<file path="src/hdl/reg_tlv_pkg.sv">
// Purpose: shared constants for registration response / acknowledge tlv logic
// Assumes: one octet per cycle on byte streams
// Notes:   type and length fields are one octet each
`default_nettype none
package reg_tlv_pkg;
    localparam logic [7:0] CONF_OK          = 8'h00;
    localparam logic [7:0] CONF_AUTH_FAIL   = 8'h01;
    localparam logic [7:0] CONF_COS_FAIL    = 8'h02;
    localparam logic [7:0] CONF_REJECT      = 8'h0C;
    localparam logic [7:0] T_CLASS_DATA     = 8'h01;
    localparam logic [7:0] T_CLASS_ID       = 8'h01;
    localparam logic [7:0] T_CLASS_SID      = 8'h02;
    localparam logic [7:0] L_CLASS_ID       = 8'h01;
    localparam logic [7:0] L_CLASS_SID      = 8'h02;
    localparam logic [7:0] L_CLASS_DATA     = 8'h07;
    localparam logic [7:0] CLASS_ID_MIN     = 8'h01;
    localparam logic [7:0] CLASS_ID_MAX     = 8'h10;
    localparam logic [7:0] CAP_OFF          = 8'h00;
    localparam int         MAX_CLASSES      = 16;
    localparam logic [3:0] ERR_NONE         = 4'h0;
    localparam logic [3:0] ERR_CLASSIFIER   = 4'h1;
    localparam logic [3:0] ERR_FLOW         = 4'h2;
    localparam logic [3:0] ERR_PHS          = 4'h4;
    localparam logic [3:0] ERR_RESOURCE     = 4'h8;
endpackage
`default_nettype wire

</file>
<file path="src/hdl/reg_link_if.sv">
// Purpose: link between head-end and modem for response and acknowledge
// Assumes: single clock, one octet per valid cycle
// Notes:   rsp_* carries response bytes; ack_* carries acknowledge fields
`default_nettype none
interface reg_link_if;
    logic        rsp_valid;
    logic [7:0]  rsp_byte;
    logic        rsp_last;
    logic [15:0] rsp_sid;
    logic [7:0]  rsp_conf;
    logic        rsp_done;
    logic        ack_valid;
    logic [15:0] ack_sid;
    logic [7:0]  ack_conf;
    logic [3:0]  ack_err_sets;
    logic [15:0] ack_err_flow;
    logic [15:0] ack_err_class;
    modport headend (output rsp_valid, rsp_byte, rsp_last, rsp_sid, rsp_conf, rsp_done,
                     input  ack_valid, ack_sid, ack_conf, ack_err_sets, ack_err_flow,
                            ack_err_class);
    modport modem   (input  rsp_valid, rsp_byte, rsp_last, rsp_sid, rsp_conf, rsp_done,
                     output ack_valid, ack_sid, ack_conf, ack_err_sets, ack_err_flow,
                            ack_err_class);
endinterface
`default_nettype wire

</file>
<file path="src/hdl/reg_headend_rsp.sv">
// Purpose: head-end end, frames capability echo and class data tlvs of the response
// Assumes: request content is presented by the user as a start pulse plus tables
// Notes:   one octet per cycle on the link; checks the returning acknowledge
`default_nettype none
// What this block and the modem end do
// - unknown capability echoed with value zero
// - capability on only if request on
// - one class data tlv per request class
// - each class data tlv holds one class
// - missing class id gives failure, capability tlv only, no class data tlvs
// - class data tlv type 1, length n
// - class id sub-tlv 1.1, length 1, 1..16
// - class id must be one requested
// - sid sub-tlv 1.2, length 2, assigned sid
// - modem acks an ok response
// - ack carries response sid
// - one confirmation code per ack
// - ack carries error sets for failures
// - error sets use ids, else references
// - classifier error set for failed classifier
// - flow error set for failed qos parameter
// - suppression error set for failed rule
// - no error sets on full success
// - modem may nak on lacking resources
// - type and length one octet each
module reg_headend_rsp
    import reg_tlv_pkg::*;
#(
    parameter int NCLS = MAX_CLASSES
)(
    input  wire logic              sys_clk,
    input  wire logic              rst,
    reg_link_if.headend            link,
    input  wire logic              start,
    input  wire logic [15:0]       rsp_sid_in,
    input  wire logic [7:0]        cap_type,
    input  wire logic              cap_req_on,
    input  wire logic              cap_known,
    input  wire logic              cap_grant,
    input  wire logic [NCLS-1:0]   cls_present,
    input  wire logic [NCLS-1:0]   cls_id_ok,
    input  wire logic [NCLS*8-1:0] cls_id,
    input  wire logic [NCLS*16-1:0] cls_sid,
    output logic                   busy,
    output logic                   cos_fail,
    output logic                   ack_ok,
    output logic                   ack_bad_sid,
    output logic [7:0]             ack_conf_out
);
    import reg_tlv_pkg::*;

    typedef enum {S_IDLE, S_CAP_T, S_CAP_L, S_CAP_V, S_CD_T, S_CD_L,
                  S_ID_T, S_ID_L, S_ID_V, S_SID_T, S_SID_L, S_SID_H, S_SID_LO,
                  S_DONE} state_t;

    state_t      state_reg;
    logic [4:0]  idx_reg;
    logic        valid_reg;
    logic [7:0]  byte_reg;
    logic        last_reg;
    logic [15:0] sid_reg;
    logic [7:0]  conf_reg;
    logic        done_reg;
    logic        fail_reg;
    logic        pending_reg;
    logic        ack_ok_reg;
    logic        ack_bad_reg;
    logic [7:0]  ack_conf_reg;
    logic [7:0]  cur_id;
    logic [15:0] cur_sid;
    logic        any_missing;
    logic        id_range_ok;

    function automatic logic [4:0] next_cls(input logic [4:0] from,
                                            input logic [NCLS-1:0] pres);
        logic [4:0] r;
        r = 5'(NCLS);
        for (int i = NCLS - 1; i >= 0; i--) begin
            if (pres[i] && (5'(i) >= from)) r = 5'(i);
        end
        return r;
    endfunction

    assign cur_id      = cls_id[idx_reg[3:0]*8 +: 8];
    assign cur_sid     = cls_sid[idx_reg[3:0]*16 +: 16];
    assign any_missing = |(cls_present & ~cls_id_ok);
    assign id_range_ok = (cur_id >= CLASS_ID_MIN) && (cur_id <= CLASS_ID_MAX);

    // ----------------------------------------
    // response framer
    // ----------------------------------------
    always_ff @(posedge sys_clk) begin
        if (rst) begin
            state_reg <= S_IDLE;
            idx_reg   <= 5'h00;
            valid_reg <= 1'b0;
            byte_reg  <= 8'h00;
            last_reg  <= 1'b0;
            sid_reg   <= 16'h0000;
            conf_reg  <= CONF_OK;
            done_reg  <= 1'b0;
            fail_reg  <= 1'b0;
        end else begin
            valid_reg <= 1'b0;
            last_reg  <= 1'b0;
            done_reg  <= 1'b0;
            case (state_reg)
                S_IDLE: begin
                    if (start) begin
                        sid_reg   <= rsp_sid_in;
                        fail_reg  <= any_missing;
                        conf_reg  <= any_missing ? CONF_COS_FAIL : CONF_OK;
                        idx_reg   <= next_cls(5'h00, cls_present);
                        state_reg <= S_CAP_T;
                    end
                end
                S_CAP_T: begin
                    valid_reg <= 1'b1;
                    byte_reg  <= cap_type;
                    state_reg <= S_CAP_L;
                end
                S_CAP_L: begin
                    valid_reg <= 1'b1;
                    byte_reg  <= L_CLASS_ID;
                    state_reg <= S_CAP_V;
                end
                S_CAP_V: begin
                    valid_reg <= 1'b1;
                    byte_reg  <= (cap_known && cap_req_on && cap_grant) ? 8'h01 : CAP_OFF;
                    last_reg  <= fail_reg || (idx_reg == 5'(NCLS));
                    state_reg <= (fail_reg || idx_reg == 5'(NCLS)) ? S_DONE : S_CD_T;
                end
                S_CD_T: begin
                    valid_reg <= 1'b1;
                    byte_reg  <= T_CLASS_DATA;
                    state_reg <= S_CD_L;
                end
                S_CD_L: begin
                    valid_reg <= 1'b1;
                    byte_reg  <= L_CLASS_DATA;
                    state_reg <= S_ID_T;
                end
                S_ID_T: begin
                    valid_reg <= 1'b1;
                    byte_reg  <= T_CLASS_ID;
                    state_reg <= S_ID_L;
                end
                S_ID_L: begin
                    valid_reg <= 1'b1;
                    byte_reg  <= L_CLASS_ID;
                    state_reg <= S_ID_V;
                end
                S_ID_V: begin
                    valid_reg <= 1'b1;
                    byte_reg  <= cur_id;
                    if (!id_range_ok) conf_reg <= CONF_COS_FAIL;
                    state_reg <= S_SID_T;
                end
                S_SID_T: begin
                    valid_reg <= 1'b1;
                    byte_reg  <= T_CLASS_SID;
                    state_reg <= S_SID_L;
                end
                S_SID_L: begin
                    valid_reg <= 1'b1;
                    byte_reg  <= L_CLASS_SID;
                    state_reg <= S_SID_H;
                end
                S_SID_H: begin
                    valid_reg <= 1'b1;
                    byte_reg  <= cur_sid[15:8];
                    state_reg <= S_SID_LO;
                end
                S_SID_LO: begin
                    valid_reg <= 1'b1;
                    byte_reg  <= cur_sid[7:0];
                    idx_reg   <= next_cls(idx_reg + 5'h01, cls_present);
                    if (next_cls(idx_reg + 5'h01, cls_present) == 5'(NCLS)) begin
                        last_reg  <= 1'b1;
                        state_reg <= S_DONE;
                    end else begin
                        state_reg <= S_CD_T;
                    end
                end
                S_DONE: begin
                    done_reg  <= 1'b1;
                    state_reg <= S_IDLE;
                end
                default: state_reg <= S_IDLE;
            endcase
        end
    end

    // ----------------------------------------
    // acknowledge check
    // ----------------------------------------
    always_ff @(posedge sys_clk) begin
        if (rst) begin
            pending_reg  <= 1'b0;
            ack_ok_reg   <= 1'b0;
            ack_bad_reg  <= 1'b0;
            ack_conf_reg <= CONF_OK;
        end else begin
            ack_ok_reg  <= 1'b0;
            ack_bad_reg <= 1'b0;
            if (link.ack_valid && (!pending_reg || link.ack_sid != sid_reg)) begin
                ack_bad_reg <= 1'b1;
            end else if (link.ack_valid) begin
                ack_ok_reg   <= 1'b1;
                ack_conf_reg <= link.ack_conf;
                pending_reg  <= 1'b0;
            end
            if (done_reg && conf_reg == CONF_OK) pending_reg <= 1'b1;
        end
    end

    assign link.rsp_valid = valid_reg;
    assign link.rsp_byte  = byte_reg;
    assign link.rsp_last  = last_reg;
    assign link.rsp_sid   = sid_reg;
    assign link.rsp_conf  = conf_reg;
    assign link.rsp_done  = done_reg;
    assign busy           = (state_reg != S_IDLE);
    assign cos_fail       = (conf_reg == CONF_COS_FAIL);
    assign ack_ok         = ack_ok_reg;
    assign ack_bad_sid    = ack_bad_reg;
    assign ack_conf_out   = ack_conf_reg;
endmodule
`default_nettype wire

</file>
<file path="src/flat_wrapper.sv">
// flat-port wrapper written by rule: the top's interface ports become plain ports
module reg_headend_rsp_flat import reg_tlv_pkg::*;
#(
    parameter int NCLS = MAX_CLASSES
)
  (sys_clk, rst, start, rsp_sid_in, cap_type, cap_req_on, cap_known, cap_grant, cls_present, cls_id_ok, cls_id, cls_sid, busy, cos_fail, ack_ok, ack_bad_sid, ack_conf_out, link_rsp_valid, link_rsp_byte, link_rsp_last, link_rsp_sid, link_rsp_conf, link_rsp_done, link_ack_valid, link_ack_sid, link_ack_conf, link_ack_err_sets, link_ack_err_flow, link_ack_err_class);
  reg_link_if link_i ();
  input  wire logic sys_clk;
  input  wire logic rst;
  input  wire logic start;
  input  wire logic [15:0] rsp_sid_in;
  input  wire logic [7:0] cap_type;
  input  wire logic cap_req_on;
  input  wire logic cap_known;
  input  wire logic cap_grant;
  input  wire logic [NCLS-1:0] cls_present;
  input  wire logic [NCLS-1:0] cls_id_ok;
  input  wire logic [NCLS*8-1:0] cls_id;
  input  wire logic [NCLS*16-1:0] cls_sid;
  output logic busy;
  output logic cos_fail;
  output logic ack_ok;
  output logic ack_bad_sid;
  output logic [7:0] ack_conf_out;
  output wire logic [$bits(link_i.rsp_valid)-1:0] link_rsp_valid;
  output wire logic [$bits(link_i.rsp_byte)-1:0] link_rsp_byte;
  output wire logic [$bits(link_i.rsp_last)-1:0] link_rsp_last;
  output wire logic [$bits(link_i.rsp_sid)-1:0] link_rsp_sid;
  output wire logic [$bits(link_i.rsp_conf)-1:0] link_rsp_conf;
  output wire logic [$bits(link_i.rsp_done)-1:0] link_rsp_done;
  input wire logic [$bits(link_i.ack_valid)-1:0] link_ack_valid;
  input wire logic [$bits(link_i.ack_sid)-1:0] link_ack_sid;
  input wire logic [$bits(link_i.ack_conf)-1:0] link_ack_conf;
  input wire logic [$bits(link_i.ack_err_sets)-1:0] link_ack_err_sets;
  input wire logic [$bits(link_i.ack_err_flow)-1:0] link_ack_err_flow;
  input wire logic [$bits(link_i.ack_err_class)-1:0] link_ack_err_class;
  assign link_rsp_valid = link_i.rsp_valid;
  assign link_rsp_byte = link_i.rsp_byte;
  assign link_rsp_last = link_i.rsp_last;
  assign link_rsp_sid = link_i.rsp_sid;
  assign link_rsp_conf = link_i.rsp_conf;
  assign link_rsp_done = link_i.rsp_done;
  assign link_i.ack_valid = link_ack_valid;
  assign link_i.ack_sid = link_ack_sid;
  assign link_i.ack_conf = link_ack_conf;
  assign link_i.ack_err_sets = link_ack_err_sets;
  assign link_i.ack_err_flow = link_ack_err_flow;
  assign link_i.ack_err_class = link_ack_err_class;
  reg_headend_rsp #(.NCLS(NCLS)) u_core (.sys_clk(sys_clk), .rst(rst), .link(link_i), .start(start), .rsp_sid_in(rsp_sid_in), .cap_type(cap_type), .cap_req_on(cap_req_on), .cap_known(cap_known), .cap_grant(cap_grant), .cls_present(cls_present), .cls_id_ok(cls_id_ok), .cls_id(cls_id), .cls_sid(cls_sid), .busy(busy), .cos_fail(cos_fail), .ack_ok(ack_ok), .ack_bad_sid(ack_bad_sid), .ack_conf_out(ack_conf_out));
endmodule
</file>
<file path="config.mk">
export PLATFORM = sky130hd
export DESIGN_NAME = reg_headend_rsp_flat
export DESIGN_NICKNAME = d
export VERILOG_FILES = /design/src/hdl/reg_tlv_pkg.sv /design/src/hdl/reg_link_if.sv /design/src/hdl/reg_headend_rsp.sv /design/src/flat_wrapper.sv
export SDC_FILE = /design/constraint.sdc
export NUM_CORES = 1
export LEC_CHECK = 0
export BUFFER_PORTS_ARGS = -buffer_cell sky130_fd_sc_hd__buf_4
export CAP_MARGIN = 30
export CORE_AREA = 2 2 218 220
export CTS_CLUSTER_SIZE = 25
export DETAILED_ROUTE_END_ITERATION = 8
export DIE_AREA = 0 0 220 222
export GPL_TIMING_DRIVEN = 1
export SYNTH_ARGS = -nofsm -noshare
export SYNTH_HDL_FRONTEND = slang
export SYNTH_SLANG_ARGS = --single-unit
</file>
<file path="constraint.sdc">
create_clock -name sys_clk -period 7.6 [get_ports sys_clk]
set_clock_uncertainty 0.15 [all_clocks]
set_input_delay 0.76 -clock sys_clk [delete_from_list [all_inputs] [get_ports sys_clk]]
set_output_delay 0.76 -clock sys_clk [all_outputs]
set_load 0.05 [all_outputs]
</file>
Yosys cells after proc, flatten, opt, wreduce, memory -nomap -nowiden
Cells that the tools add are included.
{"block": "word_totals", "reg_bits": 84, "inputBits": 507, "out_inout_bits": 47, "wordCells": 153}
{"block": "classes", "addsub": 1, "order_cmp": 18, "eq_ne": 20, "shifts": 2, "mux": 55, "bitwise_logic": 3, "n_reduce_logical": 41}
{"op": "$pmux W32 S13", "count": 1}
{"op": "$shiftx A256 B9 Y16", "count": 1}
{"op": "$eq A32 B4 Y1 const B", "count": 6}
{"op": "$mux W5", "count": 35}
{"op": "$eq A32 B3 Y1 const B", "count": 4}
{"op": "$shiftx A128 B8 Y8", "count": 1}
{"op": "$eq A32 B2 Y1 const B", "count": 2}
{"op": "$pmux W8 S8", "count": 1}
{"op": "$ge A4 B5 Y1 const A", "count": 8}
{"op": "$eq A32 B1 Y1 const B", "count": 1}
{"op": "$logic_not A32 Y1", "count": 1}
{"op": "$mux W32", "count": 1}
{"op": "$reduce_bool A32 Y1", "count": 1}
{"op": "$logic_and A1 B1 Y1", "count": 21}
{"op": "$ge A3 B5 Y1 const A", "count": 4}
{"op": "$and A16 B16 Y16", "count": 1}
{"op": "$mux W8", "count": 2}
{"op": "$ne A16 B16 Y1", "count": 1}
{"op": "$not A16 Y16", "count": 1}
{"op": "$pmux W8 S2", "count": 1}
{"op": "$reduce_or A16 Y1", "count": 1}
{"op": "$reduce_or A12 Y1", "count": 1}
{"op": "$eq A5 B5 Y1 const B", "count": 2}
{"op": "$ge A1 B5 Y1 const A", "count": 2}
{"op": "other kinds (21)", "count": 40}

Longest topological paths before layout
Gate-level depths: netlist (run 1).
{"block": "depth", "ltp_word": 24, "mapped_depth": 13, "ltp_nobuf": 9}

Least setup slack after synthesis (run 1)
No wires, ideal clock.
{"block": "synth_path", "path_type": "reg-to-reg", "startpoint": "register u_core.idx_reg[1]", "endpoint": "register u_core.idx_reg[1]", "setup_time_ns": 0.132, "arrival_time_ns": 2.815, "t_required_ns": 7.318, "setup_slack_ns": 4.503, "stages_incl_launch_ff": 13, "n_path_buf": 4, "period_less_slack_ns": 3.097, "path_cell_list": "dfxtp_1 -> buf_2 -> buf_2 -> buf_2 -> buf_4 -> inv_1 -> ha_1 -> maj3_1 -> o22ai_1 -> o21ai_0 -> a31o_2 -> a311oi_1 -> nor3_1"}
{"block": "synth_via", "elab_chain_cells": 20, "elab_cells_between_ends": 50, "classes_between": "1 x add/sub; 16 x order compare; 17 x mux; 16 x reduce/logical"}
{"element": "from (decl)", "line": "reg_headend_rsp.sv:57", "text": "logic [4:0] idx_reg;"}
{"element": "from (signal assigned)", "line": "reg_headend_rsp.sv:113", "text": "idx_reg <= next_cls(5'h00, cls_present);"}
{"element": "from (signal assigned)", "line": "reg_headend_rsp.sv:177", "text": "idx_reg <= next_cls(idx_reg + 5'h01, cls_present);"}
{"element": "$add A5 B1 Y5 (*)", "line": "reg_headend_rsp.sv:177"}
{"element": "$ge A4 B5 Y1", "line": "reg_headend_rsp.sv:79", "text": "if (pres[i] && (5'(i) >= from)) r = 5'(i);"}
{"element": "$logic_and A1 B1 Y1", "line": "reg_headend_rsp.sv:79"}
{"element": "$mux W5 (15 in a row)", "line": "reg_headend_rsp.sv:79"}
{"element": "$mux W5 (*)", "line": "reg_headend_rsp.sv:79"}
{"element": "$pmux W5 S2 (*)", "line": "reg_headend_rsp.sv:107", "text": "case (state_reg)"}
Mark *: on every way between the ends. The rest lies on a longest branch, timed or not.
A chain may end at the register's enable or synchronous reset.

Worst setup path after layout (run 1)
{"block": "layout_path", "startpoint": "register u_core.idx_reg[1]", "endpoint": "register u_core.byte_reg[6] (netlist: u_core.link.rsp_byte[6])"}
{"block": "layout_via", "elab_chain_cells": 2, "elab_cells_between_ends": 3, "classes_between": "2 x shift; 1 x mux"}
{"element": "$shiftx A256 B9 Y16 / $shiftx A128 B8 Y8 (equally long branches)", "line": "reg_headend_rsp.sv:85, reg_headend_rsp.sv:84"}
{"element": "$pmux W8 S8 (*)", "line": "reg_headend_rsp.sv:107"}
{"element": "to (signal assigned)", "line": "reg_headend_rsp.sv:119", "text": "byte_reg <= cap_type;"}
{"element": "to (signal assigned)", "line": "reg_headend_rsp.sv:129", "text": "byte_reg <= (cap_known && cap_req_on && cap_grant) ? 8'h01 : CAP_OFF;"}
{"element": "to (signal assigned)", "line": "reg_headend_rsp.sv:155", "text": "byte_reg <= cur_id;"}
{"element": "to (decl)", "line": "reg_headend_rsp.sv:59", "text": "logic [7:0] byte_reg;"}
Marked as above.

==> results of run 1 <==
==> how the worst max path moves through the flow <==
stage,endpoint,slack [ps],cells past startpoint,from
2_1_floorplan,u_core.idx_reg[1],4500,12,u_core.idx_reg[1]
3_3_place_gp,u_core.idx_reg[4],3860,9,u_core.idx_reg[0]
3_5_place_dp,u_core.idx_reg[4],3800,9,u_core.idx_reg[0]
4_1_cts,u_core.idx_reg[4],3790,9,u_core.idx_reg[0]
5_1_grt,u_core.idx_reg[4],3520,9,u_core.idx_reg[0]
6_report,u_core.link.rsp_byte[6],3780,7,u_core.idx_reg[1]
==> power breakdown <==
part           switching (mW)  internal, mW
combinational           0.342         0.345
clock                   0.109         0.177
sequential             0.0440         0.282
total                   0.494         0.803
==> Yosys cell counts, types with 9 or more instances <==
cell type / n
mux2i_1: 21
inv_1: 28
a31oi_1: 12
nand3_1: 10
a221oi_1: 9
nor2_1: 51
buf_4: 13
nand2_1: 63
nor2b_1: 20
buf_2: 15
xnor2_1: 14
clkbuf_1: 24
mux4_2: 90
a21oi_1: 52
nor3_1: 18
a2111oi_0: 9
o21ai_0: 22
dfxtp_1: 49
==> worst reg2reg max path, stage by stage (launching register included) <==
cell	delay [ps]
dfxtp_4	840
buf_4	810
mux4_2	470
nor2b_1	140
a2111oi_0	700
o32ai_1	290
a31oi_1	210
nor3_1	70
==> routing by layer <==
layer  vias to the layer above  track usage
met4                         6       0.0279
met5                         -            0
met1                      3851        0.183
met3                        47       0.0332
li1                       3579            -
met2                       413        0.304
==> cell type report <==
type / instances / area share
well taps: 607 / 0.0699
diodes: 2 / 0.000460
clock buffers: 6 / 0.0138
flip-flops and latches: 49 / 0.0912
inverters: 29 / 0.0100
multi-input cells: 536 / 0.452
clock inverters: 2 / 0.00357
repair buffers: 519 / 0.359
==> cell families (layout without fill, tap and decap cells) <==
family,count (synthesis),after routing,synth area share
multiplexers,119,119,0.384
adder cells (fa/ha/maj),5,5,0.00948
other,1,9,0.000592
AO/OA/AOI/OAI,182,182,0.196
AND/OR/NAND/NOR,201,201,0.153
flip-flops,49,49,0.155
XOR/XNOR,22,22,0.0304
buffers and inverters,92,556,0.0725
==> stage by stage <==
stage	instance area [µm²]	utilization	setup WS [ps]	power, mW
floorplan	6360	-	4500	0.689
global placement	10700	0.231	3860	1.02
detailed placement	10700	0.231	3800	1.02
CTS	10900	0.235	3790	1.32
global route	10900	0.235	3520	1.37
finish	10900	0.235	3780	1.30
==> impl_metrics.tcl, run 1 <==
set metrics [dict create \
    synth-edff-count 0 \
    yosysTopAreaCellShare 0.320 \
    cts_tree "done" \
    grt_antenna_before_repair 11 \
    wl_met2_um 21700 \
    multi_input_area_um2 4920 \
    maxUsedRoutingLayer "met5" \
    clkLatencyLatePin_ps 300 \
    cts_root_buf "clkbuf_16" \
    r2r_start "u_core.idx_reg[1]" \
    cts.sinks 49 \
    worstMarginPinSlew_ps 990 \
    clockBufferDepth 2 \
    grt_pass1_vias 8206 \
    holdBufCountCts 0 \
    netlist_area_um2 6330 \
    p_leak_nw 4.54 \
    gr-total-overflow 0 \
    final_cell_mix "518 x buf_4, 90 x mux4_2, 63 x nand2_1" \
    worstPathRequired_ps 7620 \
    worst_setup_path_start_kind "flip-flop" \
    timing.rr.end "u_core.link.rsp_byte[6]" \
    cp.arrival_ps 3840 \
    area_growth_pct 71.6 \
    final_max_slew_viol_count 0 \
    drc 0 \
    max_freq_mhz 262 \
    hold_path_class "flip-flop to flip-flop" \
    routed_wl_um 40600 \
    critical-path-max-stage-delay_ps 840 \
    syn_inst 671 \
    avgRoutedWirePerCell_um 23.2 \
    min_delay_worst_endpoint "u_core.link.rsp_byte[2]" \
    hpwl_um 35200 \
    seq_area_frac_synth 0.155 \
    ys_types 72 \
    port-buffer-count 510 \
    met1_length_um 15300 \
    drive_above_1_share 0.554 \
    firstDrtPassIters 4 \
    post-cts-setup-buffers 0 \
    start_util 0.137 \
    final_cells 1750 \
    nets 1651 \
    worstSetupPathType "flip-flop to flip-flop" \
    cts-buffers-inserted 5 \
    power.density_nw_per_um2 119 \
    crit_family "compound AO/OA/AOI/OAI gates" \
    rr_worst_depth 7 \
    dpl.cell_count 1740 \
    io_pins 554 \
    ys_async_sr_fraction 0 \
    cp_max_fo 56 \
    period_share 0.503 \
    area.sequential_um2 991 \
    cts_resized 0 \
    path_buf_inv 1 \
    h-tree-depth 2 \
    period_needed_ps 3820 \
    dieArea_um2 48800 \
    core_um2 46300 \
    largest_reg_flops 16 \
    gp_congestion 0.886 \
    min_from "u_core.link.rsp_byte[2]" \
    final_common_cell "buf_4" \
    clk_pin_slew_ps 80 \
    netlist.top_cell.by_area "mux4_2" \
    synth_area_leaders "mux4_2 32%, dfxtp_1 15%, a21oi_1 4.1%, nand2_1 3.7%, mux2i_1 3.3%" \
    antenna_left 0 \
    yosysWarnings 0 \
    cap_violations 0 \
    grt_max_degree 57 \
    rsz0062_at_grt "no" \
    die_h_um 222 \
    synthFlopType "dfxtp_1" \
    r2r_slack_ps 3780 \
    setup_viol 0 \
    grt_pass1_wl_um 56500 \
    finalHoldViolCount 0 \
    vias 7896 \
    track_usage 0.160 \
    drt-vias-per-instance 4.51 \
    yosys_register_bits 49 \
    die_w_um 220 \
    worst_setup_path_end_kind "flip-flop" \
    status "completed" \
    crit_chain "buf_4, mux4_2, nor2b_1, a2111oi_0, o32ai_1, a31oi_1, nor3_1" \
    detail_route.iter0.violations 464 \
    nFillCells 5098 \
    hold_path_depth 2 \
    cp_slowest_cell "dfxtp_4" \
    max_slew_margin 0.340 \
    setup_tns_ps 0 \
    ir_drop_mv 0.0747 \
    std_cell_rows 79 \
    wl_met3_um 2850 \
    whs_ps 314 \
    syn_avg_cell_area_um2 9.44 \
]
No activity file was read; power rests on OpenSTA's default activity.
==> run 2: changes to the inputs <==
- CORE_AREA: 2 2 218 220 -> 2 2 216 218
- DIE_AREA: 0 0 220 222 -> 0 0 218 220
- clock period: 7.6 -> 3.2 ns (I/O delays scaled with it)
==> impl_metrics.tcl, run 2 (synthesized netlist as in run 1, its figures left out) <==
set metrics [dict create \
    port-buffer-count 510 \
    final_max_slew_viol_count 0 \
    period_needed_ps 2960 \
    combPwrFrac 0.551 \
    worstSetupStartpoint "u_core.idx_reg[0]" \
    nFillCells 5008 \
    finalHoldViolCount 0 \
    rsz0062_at_grt "no" \
    setup_tns_ps 0 \
    firstDrtPassIters 5 \
    start_util 0.138 \
    grt_pass1_wl_um 54900 \
    status "completed" \
    io_pins 554 \
    period_share 0.925 \
    largest_reg_flops 16 \
    area.sequential_um2 991 \
    hold_path_class "input pin to flip-flop" \
    holdBufCountCts 0 \
    clk_pin_slew_ps 70 \
    gr-total-overflow 0 \
    whs_ps 115 \
    cp_max_fo 18 \
    post-cts-setup-buffers 0 \
    setup_viol 0 \
    gp_congestion 0.870 \
    worst_setup_path_end_kind "flip-flop" \
    drive_above_1_share 0.563 \
    final_common_cell "buf_4" \
    p_leak_nw 4.67 \
    power.switching_mw 1.18 \
    drc 0 \
    core_um2 45900 \
    grt_pass1_vias 8005 \
    hpwl_um 35900 \
    p_int_mw 1.95 \
    cp.arrival_ps 3040 \
    crit_family "simple AND/OR/NAND/NOR gates" \
    detail_route.iter0.violations 515 \
    pwr-share-clk 0.211 \
    routed_wl_um 40800 \
    worstSetupPathType "flip-flop to flip-flop" \
    avgRoutedWirePerCell_um 23.0 \
    cts-buffers-inserted 5 \
    area_growth_pct 75.2 \
    cp_slowest_cell "dfxtp_4" \
    worst_setup_path_start_kind "flip-flop" \
    cts_resized 0 \
    min_from "link_ack_conf[5]" \
    grt_antenna_before_repair 11 \
    std_cell_rows 79 \
    r2r_start "u_core.idx_reg[0]" \
    critical-path-max-stage-delay_ps 590 \
    drt-vias-per-instance 4.47 \
    crit_chain "ha_1, xnor2_1, or3_1, o211ai_1, nand2_1, nor3_2, nand3_2, a211oi_2" \
    clockBufferDepth 2 \
    clkLatencyLatePin_ps 300 \
    ir_drop_mv 0.180 \
    die_w_um 218 \
    worstPathRequired_ps 3280 \
    die_h_um 220 \
    worstMarginPinSlew_ps 700 \
    multi_input_area_um2 4920 \
    h-tree-depth 2 \
    cap_violations 0 \
    grt_max_degree 50 \
    final_cell_mix "539 x buf_4, 90 x mux4_2, 63 x nand2_1" \
    power_frac_seq 0.237 \
    switching_share 0.376 \
    cts_root_buf "clkbuf_16" \
    max_slew_margin 0.529 \
    antenna_left 0 \
    dieArea_um2 48000 \
    power.density_nw_per_um2 282 \
    path_buf_inv 0 \
    vias 7940 \
    track_usage 0.160 \
    nets 1675 \
    cts.sinks 49 \
    cts_tree "done" \
    max_freq_mhz 338 \
]
run 2: cell count changes in the layout (fill, tap and decap cells not counted):
cell      delta
buf_12       +4
buf_4       +21
buf_6        -1
clkinv_2     +1
diode_2      +2
inv_6        -1
run 2: power groups by stage:
| stage | registers [mW] | logic [mW] | clock network, mW |
|---|---|---|---|
| 2_1_floorplan | 0.894 | 0.743 | 0 |
| 5_1_grt | 0.752 | 1.84 | 0.711 |
| 3_5_place_dp | 0.758 | 1.74 | 0 |
| 6_report | 0.743 | 1.72 | 0.661 |
| 3_3_place_gp | 0.755 | 1.73 | 0 |
| 4_1_cts | 0.744 | 1.74 | 0.693 |
run 2: worst paths after layout:
check,to,slack [ps],depth (start not counted)
min,u_core.ack_conf_out[5],120,3
min reg2reg,u_core.link.rsp_byte[2],320,2
max,u_core.idx_reg[4],240,8
max reg2reg,u_core.idx_reg[4],240,8
run 2: area by class of cell:
| class | instances | area share |
|---|---|---|
| antenna | 4 | 0.000902 |
| timing repair buffer | 543 | 0.372 |
| multi-input combinational | 536 | 0.443 |
| clock inverter | 2 | 0.00316 |
| clock buffer | 6 | 0.0135 |
| inverter | 29 | 0.00981 |
| tap | 607 | 0.0684 |
| sequential | 49 | 0.0893 |
run 2: tightest hold or removal path: cells and delay by family:
family | cells | cell delay, ps
simple gates | 1 | 70
mux | 1 | 50
buf+inv | 1 | 80
run 2: metal layers:
| layer | global-route usage | vias to the layer above | wire [µm] |
|---|---|---|---|
| met4 | 0.0417 | 10 | 903 |
| met1 | 0.188 | 3815 | 15600 |
| met3 | 0.0433 | 45 | 3440 |
| met5 | 0 | - | 62 |
| met2 | 0.284 | 431 | 20800 |
| li1 | - | 3639 | - |
run 2: through the flow:
step           cell area, µm²  setup slack (ps)  power (mW)  std cells  utilization
2_1_floorplan            6360               103        1.64        677            -
3_3_place_gp            10900               232        2.48       1764        0.238
3_5_place_dp            10900               272        2.50       1764        0.238
4_1_cts                 11100               227        3.18       1772        0.242
5_1_grt                 11100              7.85        3.31       1775        0.242
6_report                11100               239        3.13       1776        0.242
==> run 3: changes to the inputs <==
- REMOVE_ABC_BUFFERS: unset -> 1
==> impl_metrics.tcl, run 3 (synthesized netlist as in run 1, its figures left out) <==
set metrics [dict create \
    gp_congestion 0.875 \
    largest_reg_flops 16 \
    gr-total-overflow 0 \
    die_h_um 220 \
    hold_path_class "input pin to flip-flop" \
    cap_violations 0 \
    r2r_slack_ps 240 \
    finalHoldViolCount 0 \
    firstDrtPassIters 5 \
    drt-vias-per-instance 4.48 \
    cts_resized 0 \
    nFillCells 4983 \
    core_um2 45900 \
    std_cell_rows 79 \
    worstSetupStartpoint "u_core.idx_reg[0]" \
    worst_setup_path_end_kind "flip-flop" \
    clk_pin_slew_ps 70 \
    multi_input_area_um2 4920 \
    holdBufCountCts 0 \
    port-buffer-count 510 \
    cts-buffers-inserted 5 \
    final_cell_mix "539 x buf_4, 90 x mux4_2, 63 x nand2_1" \
    cts_root_buf "clkbuf_16" \
    endpoint "u_core.link.rsp_byte[1]" \
    area.sequential_um2 991 \
    io_pins 554 \
    worstMarginPinSlew_ps 766 \
    hpwl_um 32400 \
    detail_route.iter0.violations 550 \
    hold_path_depth 3 \
    avgRoutedWirePerCell_um 21.4 \
    dieArea_um2 48000 \
    power.density_nw_per_um2 270 \
    clkLatencyLatePin_ps 300 \
    cts_tree "done" \
    timing.rr.end "u_core.link.rsp_byte[1]" \
    setup_viol 0 \
    max_freq_mhz 338 \
    worstSetupPathType "flip-flop to flip-flop" \
    setup_tns_ps 0 \
    status "completed" \
    routed_wl_um 38000 \
    track_usage 0.148 \
    ir_drop_mv 0.180 \
    period_needed_ps 2960 \
    grt_antenna_before_repair 10 \
    nets 1673 \
    grt_pass1_vias 7951 \
    p_leak_nw 4.63 \
    worstPathRequired_ps 3200 \
    h-tree-depth 2 \
    final_common_cell "buf_4" \
    cp.arrival_ps 2960 \
    drc 0 \
    period_share 0.924 \
    final_max_slew_viol_count 0 \
    cp_max_fo 20 \
    vias 7949 \
    die_w_um 218 \
    dp_slack_ps 101 \
    setup_slack_ps 243 \
    cts.sinks 49 \
    start_util 0.138 \
    rr_worst_depth 6 \
    antenna_left 0 \
    worst_setup_path_start_kind "flip-flop" \
    area_growth_pct 73.9 \
    drive_above_1_share 0.561 \
    rsz0062_at_grt "no" \
    dpl.cell_count 1762 \
    post-cts-setup-buffers 0 \
    grt_pass1_wl_um 52200 \
    final_cells 1775 \
    r2r_start "u_core.idx_reg[0]" \
    clockBufferDepth 2 \
    design_area_um2 11000 \
    grt_max_degree 50 \
    placed_cell_area_um2 10900 \
    max_slew_margin 0.485 \
]
run 3: changes by cell type in the layout (fill, tap and decap cells not counted):
cell,delta
clkbuf_16,-1
clkinv_2,-1
bufinv_16,-1
clkinvlp_4,+1
diode_2,+1
clkbuf_1,+2
buf_12,-2
run 3: per-stage QoR:
stage,total power [mW],utilization,hold WS [ps]
final,2.98,0.240,104
after global routing,3.15,0.240,92.0
after CTS,3.03,0.240,92.0
after detailed placement,2.46,0.237,312
after global placement,2.45,0.237,302
after floorplan,1.61,-,235
run 3: how the worst min path moves through the flow:
| stage | startpoint | endpoint | slack, ps |
|---|---|---|---|
| 5_1_grt | link_ack_conf[7] | u_core.ack_conf_out[7] | 90 |
| 3_5_place_dp | u_core.fail_reg | u_core.fail_reg | 310 |
| 4_1_cts | link_ack_conf[4] | u_core.ack_conf_out[4] | 90 |
| 2_1_floorplan | rst | u_core.idx_reg[4] | 230 |
| 6_report | link_ack_conf[4] | u_core.ack_conf_out[4] | 100 |
| 3_3_place_gp | u_core.fail_reg | u_core.fail_reg | 300 |
run 3: area by class of cell:
class / count / area share
Clock inverter: 1 / 0.000682
Clock buffer: 7 / 0.0120
Multi-Input combinational cell: 536 / 0.446
Sequential cell: 49 / 0.0900
Tap cell: 607 / 0.0689
Timing Repair Buffer: 541 / 0.371
Inverter: 29 / 0.00988
Antenna cell: 5 / 0.00114
run 3: routing by layer:
| metal | wire length (µm) | share of wire | global-route usage | vias up |
|---|---|---|---|---|
| met5 | 72 | 0.0019 | 0 | - |
| met2 | 19000 | 0.50 | 0.256 | 432 |
| li1 | - | - | - | 3634 |
| met3 | 3460 | 0.091 | 0.0471 | 45 |
| met1 | 14800 | 0.39 | 0.180 | 3826 |
| met4 | 695 | 0.018 | 0.0304 | 12 |
run 3: critical path, cell delays in order, from the launching register on:
cell	delay (ps)
dfxtp_4	590
mux4_2	560
a22o_1	250
a221oi_1	600
o21ai_1	110
a2111oi_0	430
a2111oi_0	110
run 3: report_power, final:
group / internal [mW] / switching, mW
clock network: 0.292 / 0.251
logic: 0.855 / 0.834
registers: 0.671 / 0.0769
total: 1.82 / 1.16
